### src/rtl/csc_pkg.sv
// csc_pkg: register map, field positions, reset values and timing for the
// charger status and control pin block.
// assumes a single 10 MHz system clock and an AHB-Lite register bus.
package csc_pkg;

   // clock and alert pulse timing
   localparam int unsigned CLK_HZ          = 10_000_000;
   localparam int unsigned ALERT_PULSE_US  = 256;
   localparam int unsigned ALERT_CYCLES    = (ALERT_PULSE_US * (CLK_HZ / 1_000_000));
   localparam int unsigned ALERT_CNT_W     = 12;

   // register byte offsets
   localparam logic [7:0] OFS_CTRL    = 8'h00;
   localparam logic [7:0] OFS_LIMIT   = 8'h04;
   localparam logic [7:0] OFS_STATUS  = 8'h08;
   localparam logic [7:0] OFS_IRQ_ST  = 8'h0c;
   localparam logic [7:0] OFS_IRQ_MSK = 8'h10;
   localparam logic [7:0] OFS_EVENT   = 8'h14;

   // control register field positions
   localparam int unsigned CTL_PHASE_OFF   = 0;
   localparam int unsigned CTL_PHASE_A_ON  = 1;
   localparam int unsigned CTL_PHASE_B_ON  = 2;
   localparam int unsigned CTL_GOOD_OFF    = 3;
   localparam int unsigned CTL_GOOD_ON     = 4;
   localparam int unsigned CTL_PERMIT      = 5;
   localparam int unsigned CTL_ALLOW_OFF   = 6;
   localparam int unsigned CTL_ALLOW_ON    = 7;
   localparam int unsigned CTL_LIMIT_PIN   = 8;
   localparam int unsigned CTL_W           = 9;
   localparam logic [CTL_W-1:0] CTL_RESET  = 9'h121;

   // charge limit code width and reset value
   localparam int unsigned LIM_W           = 8;
   localparam logic [LIM_W-1:0] LIM_RESET  = 8'hff;

   // interrupt status bits
   localparam int unsigned IRQ_STATE_CHG   = 0;
   localparam int unsigned IRQ_GOOD_CHG    = 1;
   localparam int unsigned IRQ_TEMP_FAULT  = 2;
   localparam int unsigned IRQ_SW_EVENT    = 3;
   localparam int unsigned IRQ_W           = 4;
   localparam logic [IRQ_W-1:0] IRQ_RESET  = 4'h0;

   // status register field positions
   localparam int unsigned ST_CHARGING     = 0;
   localparam int unsigned ST_IN_WINDOW    = 1;
   localparam int unsigned ST_TEMP_OK      = 2;
   localparam int unsigned ST_ALERT        = 3;
   localparam int unsigned ST_PHASE_LO     = 4;
   localparam int unsigned ST_LIMIT_LO     = 8;

   // ahb transfer type
   localparam logic [1:0] HTRANS_NONSEQ    = 2'h2;

   typedef enum logic [1:0] {
      CSC_ALERT_IDLE  = 2'b00,
      CSC_ALERT_PULSE = 2'b01
   } csc_alert_t;

   // analog-side status bundle
   typedef struct packed {
      logic       in_window;
      logic       temp_ok;
      logic [1:0] phase;
   } csc_sense_t;

endpackage

### src/rtl/csc_pins.sv
// csc_pins: status and control pin logic of the charger with an AHB-Lite
// register slave, alert pulse generator and masked level interrupt.
// assumes all inputs synchronous to clk_sys; pads resolve open drain.
//
// Summary of operation
// - status change gives one 256 us low alert
// - phase_outputs_off stops state on phase pins
// - disabled phase pin a follows manual bit
// - disabled phase pin b follows manual bit
// - input_good_n low while voltage in window
// - good_output_off stops window drive of input_good_n
// - disabled input_good_n follows manual bit
// - charge needs permit and allow pin low
// - allow_input_off ignores allow pin for charging
// - disabled allow pin is manual indicator output
// - thermistor fault suspends charging until back
// - limit is smaller of pin and register
// - limit_pin_use low applies register limit only
//
// The register addresses and the AHB-Lite interface to the registers were left to the implementer.
`timescale 1ns/1ps
module csc_pins
   import csc_pkg::*;
(
   // clock and reset
   input  wire logic                      clk_sys,
   input  wire logic                      rst_n,
   // ahb-lite slave
   input  wire logic                      hsel,
   input  wire logic [7:0]                haddr,
   input  wire logic [1:0]                htrans,
   input  wire logic                      hwrite,
   input  wire logic [2:0]                hsize,
   input  wire logic                      hready,
   input  wire logic [31:0]               hwdata,
   output logic      [31:0]               hrdata,
   output logic                           hreadyout,
   output logic                           hresp,
   // analog-side status
   input  wire csc_pkg::csc_sense_t       sense,
   input  wire logic [csc_pkg::LIM_W-1:0] charge_limit_pin,
   // charge control results
   output logic                           charge_enable,
   output logic      [csc_pkg::LIM_W-1:0] charge_limit,
   // open drain pins: output value and enable
   output logic                           alert_n_o,
   output logic                           alert_n_oe,
   output logic                           charge_phase_out_a_o,
   output logic                           charge_phase_out_a_oe,
   output logic                           charge_phase_out_b_o,
   output logic                           charge_phase_out_b_oe,
   output logic                           input_good_n_o,
   output logic                           input_good_n_oe,
   // allow pin, two-way
   input  wire logic                      charge_allow_n_i,
   output logic                           charge_allow_n_o,
   output logic                           charge_allow_n_oe,
   // interrupt
   output logic                           irq
);
   import csc_pkg::*;

   logic [CTL_W-1:0]  ctrl;
   logic [LIM_W-1:0]  charge_limit_setting;
   logic [IRQ_W-1:0]  irq_status;
   logic [IRQ_W-1:0]  irq_mask;
   logic              wr_pend;
   logic [7:0]        wr_addr;
   logic [IRQ_W-1:0]  next_irq_status;
   logic [IRQ_W-1:0]  events;
   logic              sw_event;
   csc_sense_t        sense_q;
   logic              chg_q;
   logic              primed;
   csc_alert_t        alert_state;
   logic [ALERT_CNT_W-1:0] alert_cnt;

   logic phase_outputs_off, phase_a_manual_on, phase_b_manual_on;
   logic good_output_off, good_pin_manual_on, charge_permit;
   logic allow_input_off, allow_pin_manual_on, limit_pin_use;
   assign phase_outputs_off   = ctrl[CTL_PHASE_OFF];
   assign phase_a_manual_on   = ctrl[CTL_PHASE_A_ON];
   assign phase_b_manual_on   = ctrl[CTL_PHASE_B_ON];
   assign good_output_off     = ctrl[CTL_GOOD_OFF];
   assign good_pin_manual_on  = ctrl[CTL_GOOD_ON];
   assign charge_permit       = ctrl[CTL_PERMIT];
   assign allow_input_off     = ctrl[CTL_ALLOW_OFF];
   assign allow_pin_manual_on = ctrl[CTL_ALLOW_ON];
   assign limit_pin_use       = ctrl[CTL_LIMIT_PIN];

   function automatic logic [LIM_W-1:0] min_lim(input logic [LIM_W-1:0] a,
                                                 input logic [LIM_W-1:0] b);
      min_lim = (a < b) ? a : b;
   endfunction

   // ---------------- bus slave: zero wait state, always okay
   assign hreadyout = 1'b1;
   assign hresp     = 1'b0;

   always_ff @(posedge clk_sys or negedge rst_n) begin
      if (!rst_n) begin
         wr_pend <= 1'b0;
         wr_addr <= 8'h00;
      end else if (hready) begin
         wr_pend <= hsel && hwrite && (htrans == HTRANS_NONSEQ);
         wr_addr <= haddr;
      end
   end

   // read data registered in the address phase, stands in the data phase
   // limitation: a read right behind a write to the same register sees the old value
   always_ff @(posedge clk_sys or negedge rst_n) begin
      if (!rst_n) begin
         hrdata <= 32'h0000_0000;
      end else if (hready && hsel && !hwrite && htrans == HTRANS_NONSEQ) begin
         case (haddr)
            OFS_CTRL:    hrdata <= {23'h0, ctrl};
            OFS_LIMIT:   hrdata <= {24'h0, charge_limit_setting};
            OFS_STATUS:  hrdata <= {16'h0, charge_limit, 2'h0, sense_q.phase,
                                    alert_state == CSC_ALERT_PULSE,
                                    sense_q.temp_ok, sense_q.in_window, chg_q};
            OFS_IRQ_ST:  hrdata <= {28'h0, irq_status};
            OFS_IRQ_MSK: hrdata <= {28'h0, irq_mask};
            default:     hrdata <= 32'h0000_0000;
         endcase
      end
   end

   always_ff @(posedge clk_sys or negedge rst_n) begin
      if (!rst_n) begin
         ctrl                 <= CTL_RESET;
         charge_limit_setting <= LIM_RESET;
         irq_mask             <= IRQ_RESET;
      end else if (wr_pend) begin
         if (wr_addr == OFS_CTRL)    ctrl                 <= hwdata[CTL_W-1:0];
         if (wr_addr == OFS_LIMIT)   charge_limit_setting <= hwdata[LIM_W-1:0];
         if (wr_addr == OFS_IRQ_MSK) irq_mask             <= hwdata[IRQ_W-1:0];
      end
   end

   assign sw_event = wr_pend && (wr_addr == OFS_EVENT) && hwdata[0];

   // ---------------- charge decision and limit
   always_comb begin
      charge_enable = charge_permit && sense.temp_ok
                      && (allow_input_off || !charge_allow_n_i);
      charge_limit  = limit_pin_use
                      ? min_lim(charge_limit_pin, charge_limit_setting)
                      : charge_limit_setting;
   end

   // ---------------- event detection; set wins over write-one clear
   // history is empty after reset; no change events until it holds a sample,
   // else the reset values would look like a change and fire a false alert
   always_ff @(posedge clk_sys or negedge rst_n) begin
      if (!rst_n) begin
         sense_q <= '0;
         chg_q   <= 1'b0;
         primed  <= 1'b0;
      end else begin
         sense_q <= sense;
         chg_q   <= charge_enable;
         primed  <= 1'b1;
      end
   end

   always_comb begin
      events = '0;
      events[IRQ_STATE_CHG]  = primed && ((sense.phase != sense_q.phase)
                                          || (charge_enable != chg_q));
      events[IRQ_GOOD_CHG]   = primed && (sense.in_window != sense_q.in_window);
      events[IRQ_TEMP_FAULT] = primed && sense_q.temp_ok && !sense.temp_ok;
      events[IRQ_SW_EVENT]   = sw_event;
      next_irq_status = irq_status;
      if (wr_pend && wr_addr == OFS_IRQ_ST)
         next_irq_status = irq_status & ~hwdata[IRQ_W-1:0];
      next_irq_status = next_irq_status | events;
   end

   always_ff @(posedge clk_sys or negedge rst_n) begin
      if (!rst_n) irq_status <= IRQ_RESET;
      else        irq_status <= next_irq_status;
   end

   assign irq = |(irq_status & irq_mask);

   // ---------------- alert pulse; a new event during a pulse is merged into it
   always_ff @(posedge clk_sys or negedge rst_n) begin
      if (!rst_n) begin
         alert_state <= CSC_ALERT_IDLE;
         alert_cnt   <= '0;
      end else begin
         case (alert_state)
            CSC_ALERT_IDLE: begin
               if (|events[IRQ_TEMP_FAULT:IRQ_STATE_CHG]) begin
                  alert_state <= CSC_ALERT_PULSE;
                  alert_cnt   <= ALERT_CNT_W'(ALERT_CYCLES - 1);
               end
            end
            CSC_ALERT_PULSE: begin
               if (alert_cnt == '0) alert_state <= CSC_ALERT_IDLE;
               else                 alert_cnt   <= alert_cnt - 1'b1;
            end
            default: alert_state <= CSC_ALERT_IDLE;
         endcase
      end
   end

   // ---------------- open drain pins: value always low, enable pulls
   always_ff @(posedge clk_sys or negedge rst_n) begin
      if (!rst_n) begin
         alert_n_oe            <= 1'b0;
         charge_phase_out_a_oe <= 1'b0;
         charge_phase_out_b_oe <= 1'b0;
         input_good_n_oe       <= 1'b0;
         charge_allow_n_oe     <= 1'b0;
      end else begin
         alert_n_oe            <= alert_state == CSC_ALERT_PULSE;
         charge_phase_out_a_oe <= phase_outputs_off ? phase_a_manual_on
                                                    : sense.phase[0];
         charge_phase_out_b_oe <= phase_outputs_off ? phase_b_manual_on
                                                    : sense.phase[1];
         input_good_n_oe       <= good_output_off ? good_pin_manual_on
                                                  : sense.in_window;
         charge_allow_n_oe     <= allow_input_off && allow_pin_manual_on;
      end
   end

   // never driven high
   assign alert_n_o            = 1'b0;
   assign charge_phase_out_a_o = 1'b0;
   assign charge_phase_out_b_o = 1'b0;
   assign input_good_n_o       = 1'b0;
   assign charge_allow_n_o     = 1'b0;

   // ---------------- assertions
   // run length of the alert pull; too long for a plain delay, so counted
   logic [ALERT_CNT_W-1:0] alert_run;
   always_ff @(posedge clk_sys or negedge rst_n) begin
      if (!rst_n)          alert_run <= '0;
      else if (alert_n_oe) alert_run <= alert_run + 1'b1;
      else                 alert_run <= '0;
   end
endmodule

### config.mk
export PLATFORM = sky130hd
export DESIGN_NAME = csc_pins
export DESIGN_NICKNAME = d
export VERILOG_FILES = /design/src/rtl/csc_pkg.sv /design/src/rtl/csc_pins.sv
export SDC_FILE = /design/constraint.sdc
export NUM_CORES = 1
export LEC_CHECK = 0
export BUFFER_PORTS_ARGS = -buffer_cell sky130_fd_sc_hd__buf_2
export CAP_MARGIN = 20
export CORE_MARGIN = 3
export CORE_UTILIZATION = 39
export DETAILED_ROUTE_END_ITERATION = 8
export HOLD_SLACK_MARGIN = 0.12
export PLACE_DENSITY = 0.66
export SLEW_MARGIN = 20
export SYNTH_ARGS = -nofsm -noshare
export SYNTH_HDL_FRONTEND = slang
export SYNTH_SLANG_ARGS = --single-unit
### constraint.sdc
create_clock -name clk_sys -period 2.8 [get_ports clk_sys]
set_input_delay 0.84 -clock clk_sys [delete_from_list [all_inputs] [get_ports clk_sys]]
set_output_delay 0.84 -clock clk_sys [all_outputs]
set_load 0.05 [all_outputs]
==> results of run 1 <==
cell type report:
cell class / instances / area share
Inverter: 23 / 0.0180
Clock buffer: 14 / 0.0319
Tap cell: 129 / 0.0337
Clock inverter: 2 / 0.00784
Sequential cell: 74 / 0.389
Multi-Input combinational cell: 242 / 0.396
Timing Repair Buffer: 90 / 0.124
per-layer routing:
| layer | global-route usage | wire [um] |
|---|---|---|
| met5 | 0 | 0 |
| met4 | 0.0788 | 240 |
| met3 | 0.0278 | 483 |
| met2 | 0.272 | 4220 |
| met1 | 0.231 | 4060 |
worst max path at each step:
stage	endpoint	slack [ps]
finish	charge_limit[4]	-460
global route	charge_limit[4]	-580
CTS	charge_limit[2]	-440
detailed placement	charge_limit[2]	-580
global placement	charge_limit[2]	-570
floorplan	charge_limit[0]	-240
power by group:
group / internal, uW / switching, uW
Clock: 439 / 392
Sequential: 1110 / 27.5
Combinational: 127 / 229
Total: 1670 / 648
logic make-up after synthesis:
group / share of synthesized area
compound gates: 0.113
xor+xnor: 0.0231
fa+ha+maj: 0.0264
buf+inv: 0.0803
flops: 0.492
mux: 0.119
other cells: 0.00198
simple gates: 0.144
sequential cells by signal (all words and copies together), names as in the netlist:
register and flops:
alert_cnt 12, alert_n_oe 1, alert_state 1, charge_allow_n_oe 1, charge_limit_setting 8, charge_phase_out_a_oe 1, charge_phase_out_b_oe 1, chg_q 1
ctrl 9, hrdata 16, input_good_n_oe 1, irq_mask 4, irq_status 4, primed 1, sense_q 4, wr_addr 8
wr_pend 1
what timing repair did:
action,in CTS,in global routing
pin swaps,4,1
hold buffers,0,0
gates resized for setup,44,3
buffers inserted,0,2
endpoints found under the setup margin,8,8
cells in the mapped netlist (2+ instances only):
cell type	number	area [um^2]
a21oi_1	3	15.0
a22o_1	3	26.3
a22oi_1	9	67.6
a2bb2oi_1	4	35.0
and2_1	3	18.8
buf_4	25	188
clkbuf_1	8	30.0
conb_1	2	7.51
dfrtp_1	63	1580
dfstp_2	11	289
ha_1	8	100
inv_1	23	86.3
mux2_2	25	282
mux2i_1	17	170
nand2_1	45	169
nand2b_1	3	18.8
nand3b_1	2	15.0
nand4_1	4	25.0
nor2_1	9	33.8
nor2b_1	6	37.5
nor3_1	4	20.0
nor4_1	2	12.5
nor4b_1	4	35.0
o21ai_0	23	115
o22a_1	4	35.0
o22ai_1	2	12.5
o31ai_1	2	15.0
or3_1	2	12.5
or4_1	3	22.5
xnor2_1	7	61.3
xor2_1	3	26.3
stage by stage:
stage	cell area, um^2	setup slack, ps	TNS (ps)	total power, uW	hold slack, ps
2_1_floorplan	3880	-243	-1950	1380	475
3_5_place_dp	4350	-580	-4390	1470	468
6_report	4790	-457	-3510	2320	435
3_3_place_gp	4350	-567	-4250	1460	460
5_1_grt	4790	-584	-4540	2410	470
4_1_cts	4750	-443	-3380	2320	451
==> impl_metrics.yaml, run 1 <==
yosys:
  synth_edf_count: 0
  ys_async_sr_fraction: 1.00
  avgSynthCellArea_um2: 10.8
  yosysWarnings: 0
  ys_seq_area_frac: 0.492
  ys_types: 52
  synth_area_um2: 3790
  synthFlopType: "dfrtp_1"
  synth_seq_cells: 74
  synth_cells: 350
sta:
  clock_skew_ps: 9.48
  relSlewSlack: 0.439
  timing.final.max_slew_violations: 0
  finalHoldViolCount: 0
  setup_ws_ps: -457
  rsz0062_at_grt: "yes"
  period_minus_slack_ps: 3260
  max_freq_mhz: 307
  setup_violations: 8
  worstMarginPinSlew_ps: 830
  final.period_utilization: 1.16
place:
  io_buffers: 67
  gp_congestion: 0.832
  hpwl_mm: 6.38
  place_inst: 556
routing:
  drt_iter0_drc: 100
  routed-via-count: 2871
  remaining_drc_errors: 0
  drt_pass1_iterations: 4
  wl_per_cell_um: 15.7
  drt_wl_total_mm: 9.00
  vias_per_cell: 5.00
  ant_nets: 0
setup_path:
  cp.depth: 8
  cp.arrival_ps: 2420
  reg2reg_from: "wr_addr[0]"
  cp_top_family: "compound AO/OA/AOI/OAI gates"
  rr_endpoint: "ctrl[1]"
  criticalPathCategory: "primary input to primary output"
  rrSetupSlack_ps: 510
  crit_chain: "buf_2 > nand2b_4 > a2111o_1 > a21oi_4 > buf_12 > mux2i_4 > inv_2 > buf_6"
  worst_setup_path_start_kind: "primary input"
  slowest_stage: "a2111o_1"
  r2r_cells: 4
  cp_max_fo: 7
  critical_path_buf_inv_count: 4
  crit_required_ps: 1960
  cp-end-kind: "primary output"
  critPathLaunch: "charge_limit_pin[0]"
  slowest_delay_ps: 450
power:
  cellPowerDensity_nw_per_um2: 485
  peakVddDrop_uv: 238
  leakage_uw: 0.00218
floorplanning:
  die_w_um: 105
  chipHeight_um: 105
  initial_core_util: 0.406
  pin_count: 117
  row_count: 35
  die_area_um2: 10900
  coreArea_um2: 9330
clock_network:
  h-tree-depth: 3
  cts_buffers: 9
  cts-root-buf: "clkbuf_8"
  path_clk_slew_ps: 80
  cts_sinks: 74
  cts_tree: "yes"
  clk-insertion-delay-late_ps: 350
  clockBufferDepth: 2
global_routing:
  grt.overflow.total: 0
  grt_max_degree: 56
  first_global_vias: 2899
  grt_usage: 0.172
  antenna_found_initial: 0
  grt_first_pass_wirelength_mm: 14.9
outcome:
  outcome: "finished, violations left"
  violations: "setup timing"
finish:
  regArea_um2: 1870
  nFillCells: 850
  layout_commonest_cell: "dfrtp_1"
  drive_above_1_share: 0.387
  final_cell_mix: "dfrtp_1 (63), buf_2 (57), nand2_1 (45)"
  final_nets: 511
  post-route-util: 0.513
  area_growth_pct: 26.4
  finish.cell_count_without_fillers: 574
  multi_input_area_um2: 1890
  num_antenna_cells: 0
min_path:
  hp-class: "primary input to asynchronous set/reset pin"
job:
  drv_cap: 0
(Power assumes the default switching activity.)
==> run 2: changes to the inputs <==
REMOVE_ABC_BUFFERS = 1   (was unset)
==> impl_metrics.yaml, run 2 (synthesized netlist as in run 1, its figures left out) <==
global_routing:
  grt_first_pass_wirelength_mm: 14.2
  grt_use_met3: 0.0346
  grt_max_degree: 52
  grtUsageMet2: 0.254
  grt.overflow.total: 0
  gr-max-usage-layer: "met2"
  grt_usage: 0.162
  first_global_vias: 2860
  antenna_found_initial: 0
  grt_use_met1: 0.216
sta:
  max_freq_mhz: 308
  rsz0062_at_grt: "yes"
  setup_ws_ps: -447
  setup_violations: 8
  fin_tns_setup_ps: -3430
  finalHoldViolCount: 0
  clock_skew_ps: 12.1
  period_minus_slack_ps: 3250
  relSlewSlack: 0.389
  hold_ws_ps: 478
  timing.final.max_slew_violations: 0
  worstMarginPinSlew_ps: 904
  final.period_utilization: 1.16
place:
  place_inst: 556
  postPlaceCellArea_um2: 4320
  gp_congestion: 0.833
  hpwl_mm: 6.48
  io_buffers: 67
min_path:
  hp-class: "primary input to asynchronous set/reset pin"
outcome:
  violations: "setup timing"
  outcome: "finished, violations left"
power:
  peakVddDrop_uv: 205
  cellPowerDensity_nw_per_um2: 499
  clockPowerShare: 0.379
  p_sw_uw: 628
  power_frac_seq: 0.474
  switching_share: 0.263
  leakage_uw: 0.00222
  p_int_uw: 1760
  pwr-share-comb: 0.147
setup_path:
  crit_chain: "buf_8 > ha_4 > a2111o_1 > a21oi_4 > buf_6 > mux2i_2 > inv_1 > buf_6"
  cp_top_family: "compound AO/OA/AOI/OAI gates"
  slowest_delay_ps: 410
  crit_top_cell: "buf_6"
  crit_required_ps: 1960
  criticalPathCategory: "primary input to primary output"
  cp.arrival_ps: 2410
  slowest_stage: "a2111o_1"
  critical_path_buf_inv_count: 4
  cp_max_fo: 4
  cp-end-kind: "primary output"
  worst_setup_path_start_kind: "primary input"
floorplanning:
  coreArea_um2: 9330
  pin_count: 117
  row_count: 35
  die_area_um2: 10900
  initial_core_util: 0.406
  chipHeight_um: 105
  die_w_um: 105
routing:
  drt_iter0_drc: 72
  wl_per_cell_um: 15.4
  vias_per_cell: 4.91
  drt_wl_total_mm: 8.88
  routed-via-count: 2839
  drt_pass1_iterations: 4
  remaining_drc_errors: 0
  ant_nets: 0
clock_network:
  ctsHoldBuffers: 0
  clockBufferDepth: 2
  path_clk_slew_ps: 80
  clk-insertion-delay-late_ps: 340
  h-tree-depth: 3
  cts_tree: "yes"
  cts_sinks: 74
  cts-root-buf: "clkbuf_8"
  cts_buffers: 9
finish:
  final_cell_mix: "dfrtp_1 (63), buf_2 (58), nand2_1 (45)"
  largest_register_ffs: 16
  largest_register: "hrdata"
  design_area_um2: 4790
  post-route-util: 0.513
  top_regs: "hrdata x16, alert_cnt x12, ctrl x9"
  final_nets: 515
  nFillCells: 843
  layout_commonest_cell: "dfrtp_1"
  area_growth_pct: 26.3
  drive_above_1_share: 0.381
  num_antenna_cells: 0
  finish.cell_count_without_fillers: 578
job:
  drv_cap: 0
run 2: changes by cell type in the layout (fill, tap and decap cells not counted), sizes merged:
cell / previous run / this run
bufinv: 1 / 2
buf: 90 / 94
clkinvlp: 1 / 0
run 2: repair_timing:
item,in CTS,in global routing
pin swaps,3,3
setup buffers,2,4
setup endpoints to repair,8,8
resized for setup,28,21
gates cloned,0,0
run 2: worst paths after layout:
kind / startpoint / end / slack (ps) / cells after the start
worst max-delay path: charge_limit_pin[1] / charge_limit[6] / -450 / 8
worst min-delay path: rst_n / alert_cnt[5] / 480 / 1
worst max register to register: wr_addr[0] / ctrl[1] / 530 / 4
worst min register to register: hrdata[7] / hrdata[7] / 480 / 2
max in group asynchronous: rst_n / charge_limit_setting[2] / 1610 / 2
min in group clk_sys: hrdata[7] / hrdata[7] / 480 / 2
run 2: final cells by class:
class,count,area [um^2],area share
sequential,74,1870,0.390
tap,129,161,0.0337
timing repair buffer,94,618,0.129
multi-input combinational,242,1840,0.385
inverter,23,86.3,0.0180
clock buffer,14,153,0.0319
clock inverter,2,60.1,0.0125
run 2: power groups by stage:
| stage | clock network [uW] | registers [uW] | logic, uW |
|---|---|---|---|
| CTS | 921 | 1130 | 331 |
| detailed placement | 0 | 1150 | 311 |
| finish | 905 | 1130 | 351 |
| global route | 967 | 1140 | 377 |
| floorplan | 0 | 1160 | 178 |
| global placement | 0 | 1150 | 306 |
run 2: metrics by stage:
step	setup WS, ps	total power (uW)
global placement	-513	1460
CTS	-481	2380
floorplan	-299	1340
finish	-447	2390
detailed placement	-561	1460
global route	-483	2480
run 2: per-layer routing:
layer	share of wire	vias to the layer above
li1	-	1361
met1	0.44	1378
met2	0.47	82
met3	0.058	18
met4	0.027	0
met5	0	-
==> run 3: changes to the inputs <==
CELL_PAD_IN_SITES_DETAIL_PLACEMENT = 2   (was unset)
CELL_PAD_IN_SITES_GLOBAL_PLACEMENT = 2   (was unset)
CORE_UTILIZATION = 29   (was 39)
PLACE_DENSITY = unset   (was 0.66)
PLACE_DENSITY_LB_ADDON = 0.1   (was unset)
==> impl_metrics.yaml, run 3 (synthesized netlist as in run 1, its figures left out) <==
outcome:
  outcome: "finished, violations left"
  violations: "setup timing"
finish:
  multi_input_area_um2: 1850
  layout_commonest_cell: "dfrtp_1"
  final_nets: 519
  largest_register_ffs: 16
  nFillCells: 1401
  drive_above_1_share: 0.389
  regArea_um2: 1870
  finish.cell_count_without_fillers: 625
  largest_register: "hrdata"
  final_cell_mix: "dfrtp_1 (63), buf_2 (57), nand2_1 (45)"
  top_regs: "hrdata x16, alert_cnt x12, ctrl x9"
  area_growth_pct: 30.8
  design_area_um2: 4960
  num_antenna_cells: 0
sta:
  hold_ws_ps: 410
  worstMarginPinSlew_ps: 751
  max_freq_mhz: 310
  fin_tns_setup_ps: -3270
  setup_violations: 8
  finalHoldViolCount: 0
  relSlewSlack: 0.493
  final.period_utilization: 1.15
  period_minus_slack_ps: 3230
  timing.final.max_slew_violations: 0
  rsz0062_at_grt: "yes"
  clock_skew_ps: 4.70
  setup_ws_ps: -429
routing:
  remaining_drc_errors: 0
  vias_per_cell: 4.71
  drt_pass1_iterations: 4
  drt_iter0_drc: 65
  ant_nets: 0
  wl_per_cell_um: 18.0
  drt_wl_total_mm: 11.2
  routed-via-count: 2944
floorplanning:
  pin_count: 117
  initial_core_util: 0.298
  die_w_um: 120
  chipHeight_um: 120
  die_area_um2: 14500
  coreArea_um2: 12700
  row_count: 41
clock_network:
  h-tree-depth: 3
  clockBufferDepth: 2
  clk-insertion-delay-late_ps: 340
  path_clk_slew_ps: 60
  ctsHoldBuffers: 0
  cts-root-buf: "clkbuf_16"
  cts_buffers: 9
  cts_tree: "yes"
  cts_sinks: 74
place:
  gp_congestion: 0.735
  place_inst: 604
  hpwl_mm: 8.15
  io_buffers: 67
  place_ws_ps: -565
  postPlaceCellArea_um2: 4430
setup_path:
  reg2reg_from: "charge_limit_setting[1]"
  crit_required_ps: 1960
  worst_setup_path_start_kind: "primary input"
  rr_endpoint: "hrdata[8]"
  rrSetupSlack_ps: 510
  cp_max_fo: 3
  cp-end-kind: "primary output"
  critPathLaunch: "charge_limit_pin[1]"
  r2r_cells: 10
  cp.arrival_ps: 2390
  criticalPathCategory: "primary input to primary output"
power:
  leakage_uw: 0.00227
  peakVddDrop_uv: 277
  cellPowerDensity_nw_per_um2: 532
min_path:
  hp-class: "primary input to asynchronous set/reset pin"
global_routing:
  grt_max_degree: 50
  grt_first_pass_wirelength_mm: 18.2
  first_global_vias: 3231
  grt.overflow.total: 0
  grt_usage: 0.165
  antenna_found_initial: 0
job:
  drv_cap: 0
[run 3: timing repair]
| action | CTS | global route |
|---|---|---|
| endpoints found under the setup margin | 8 | 8 |
| setup buffers | 2 | 3 |
| resized for setup | 31 | 18 |
| pin swaps | 2 | 2 |
| cloned | 0 | 0 |
| endpoints found under the hold margin | 0 | 0 |
[run 3: where the power goes]
group	internal (uW)	total, uW	leakage, uW	switching [uW]
clock network	689	1140	0.000138	453
logic	127	357	0.00125	230
registers	1110	1140	0.000881	29.3
[run 3: cell type report]
| type | count | area share |
|---|---|---|
| multi-input combinational | 242 | 0.373 |
| sequential | 74 | 0.376 |
| inverter | 23 | 0.0174 |
| tap | 172 | 0.0434 |
| clock inverter | 3 | 0.00808 |
| timing repair buffer | 98 | 0.133 |
| clock buffer | 13 | 0.0485 |
[run 3: worst max-delay path, stage by stage]
cell	delay, ps
buf_8	100
ha_4	220
a2111o_1	390
a21oi_4	190
buf_6	160
mux2i_2	250
inv_1	80
buf_6	150
[run 3: metal layers]
| metal | vias up | routed length [um] | GRT usage |
|---|---|---|---|
| met2 | 60 | 5450 | 0.266 |
| li1 | 1377 | - | - |
| met5 | - | 0 | 0 |
| met4 | 0 | 194 | 0.0616 |
| met1 | 1496 | 5170 | 0.218 |
| met3 | 11 | 419 | 0.0360 |
[run 3: per-stage QoR]
step / total power [uW] / utilization
2_1_floorplan: 1340 / -
3_3_place_gp: 1470 / 0.348
3_5_place_dp: 1480 / 0.348
4_1_cts: 2660 / 0.381
5_1_grt: 2760 / 0.390
6_report: 2640 / 0.390
[run 3: how the worst max path moves through the flow]
stage	endpoint	cells after the start
after floorplan	charge_limit[0]	5
after CTS	charge_limit[0]	8
after global placement	charge_limit[1]	9
after global routing	charge_limit[6]	8
final	charge_limit[1]	8
after detailed placement	charge_limit[5]	9
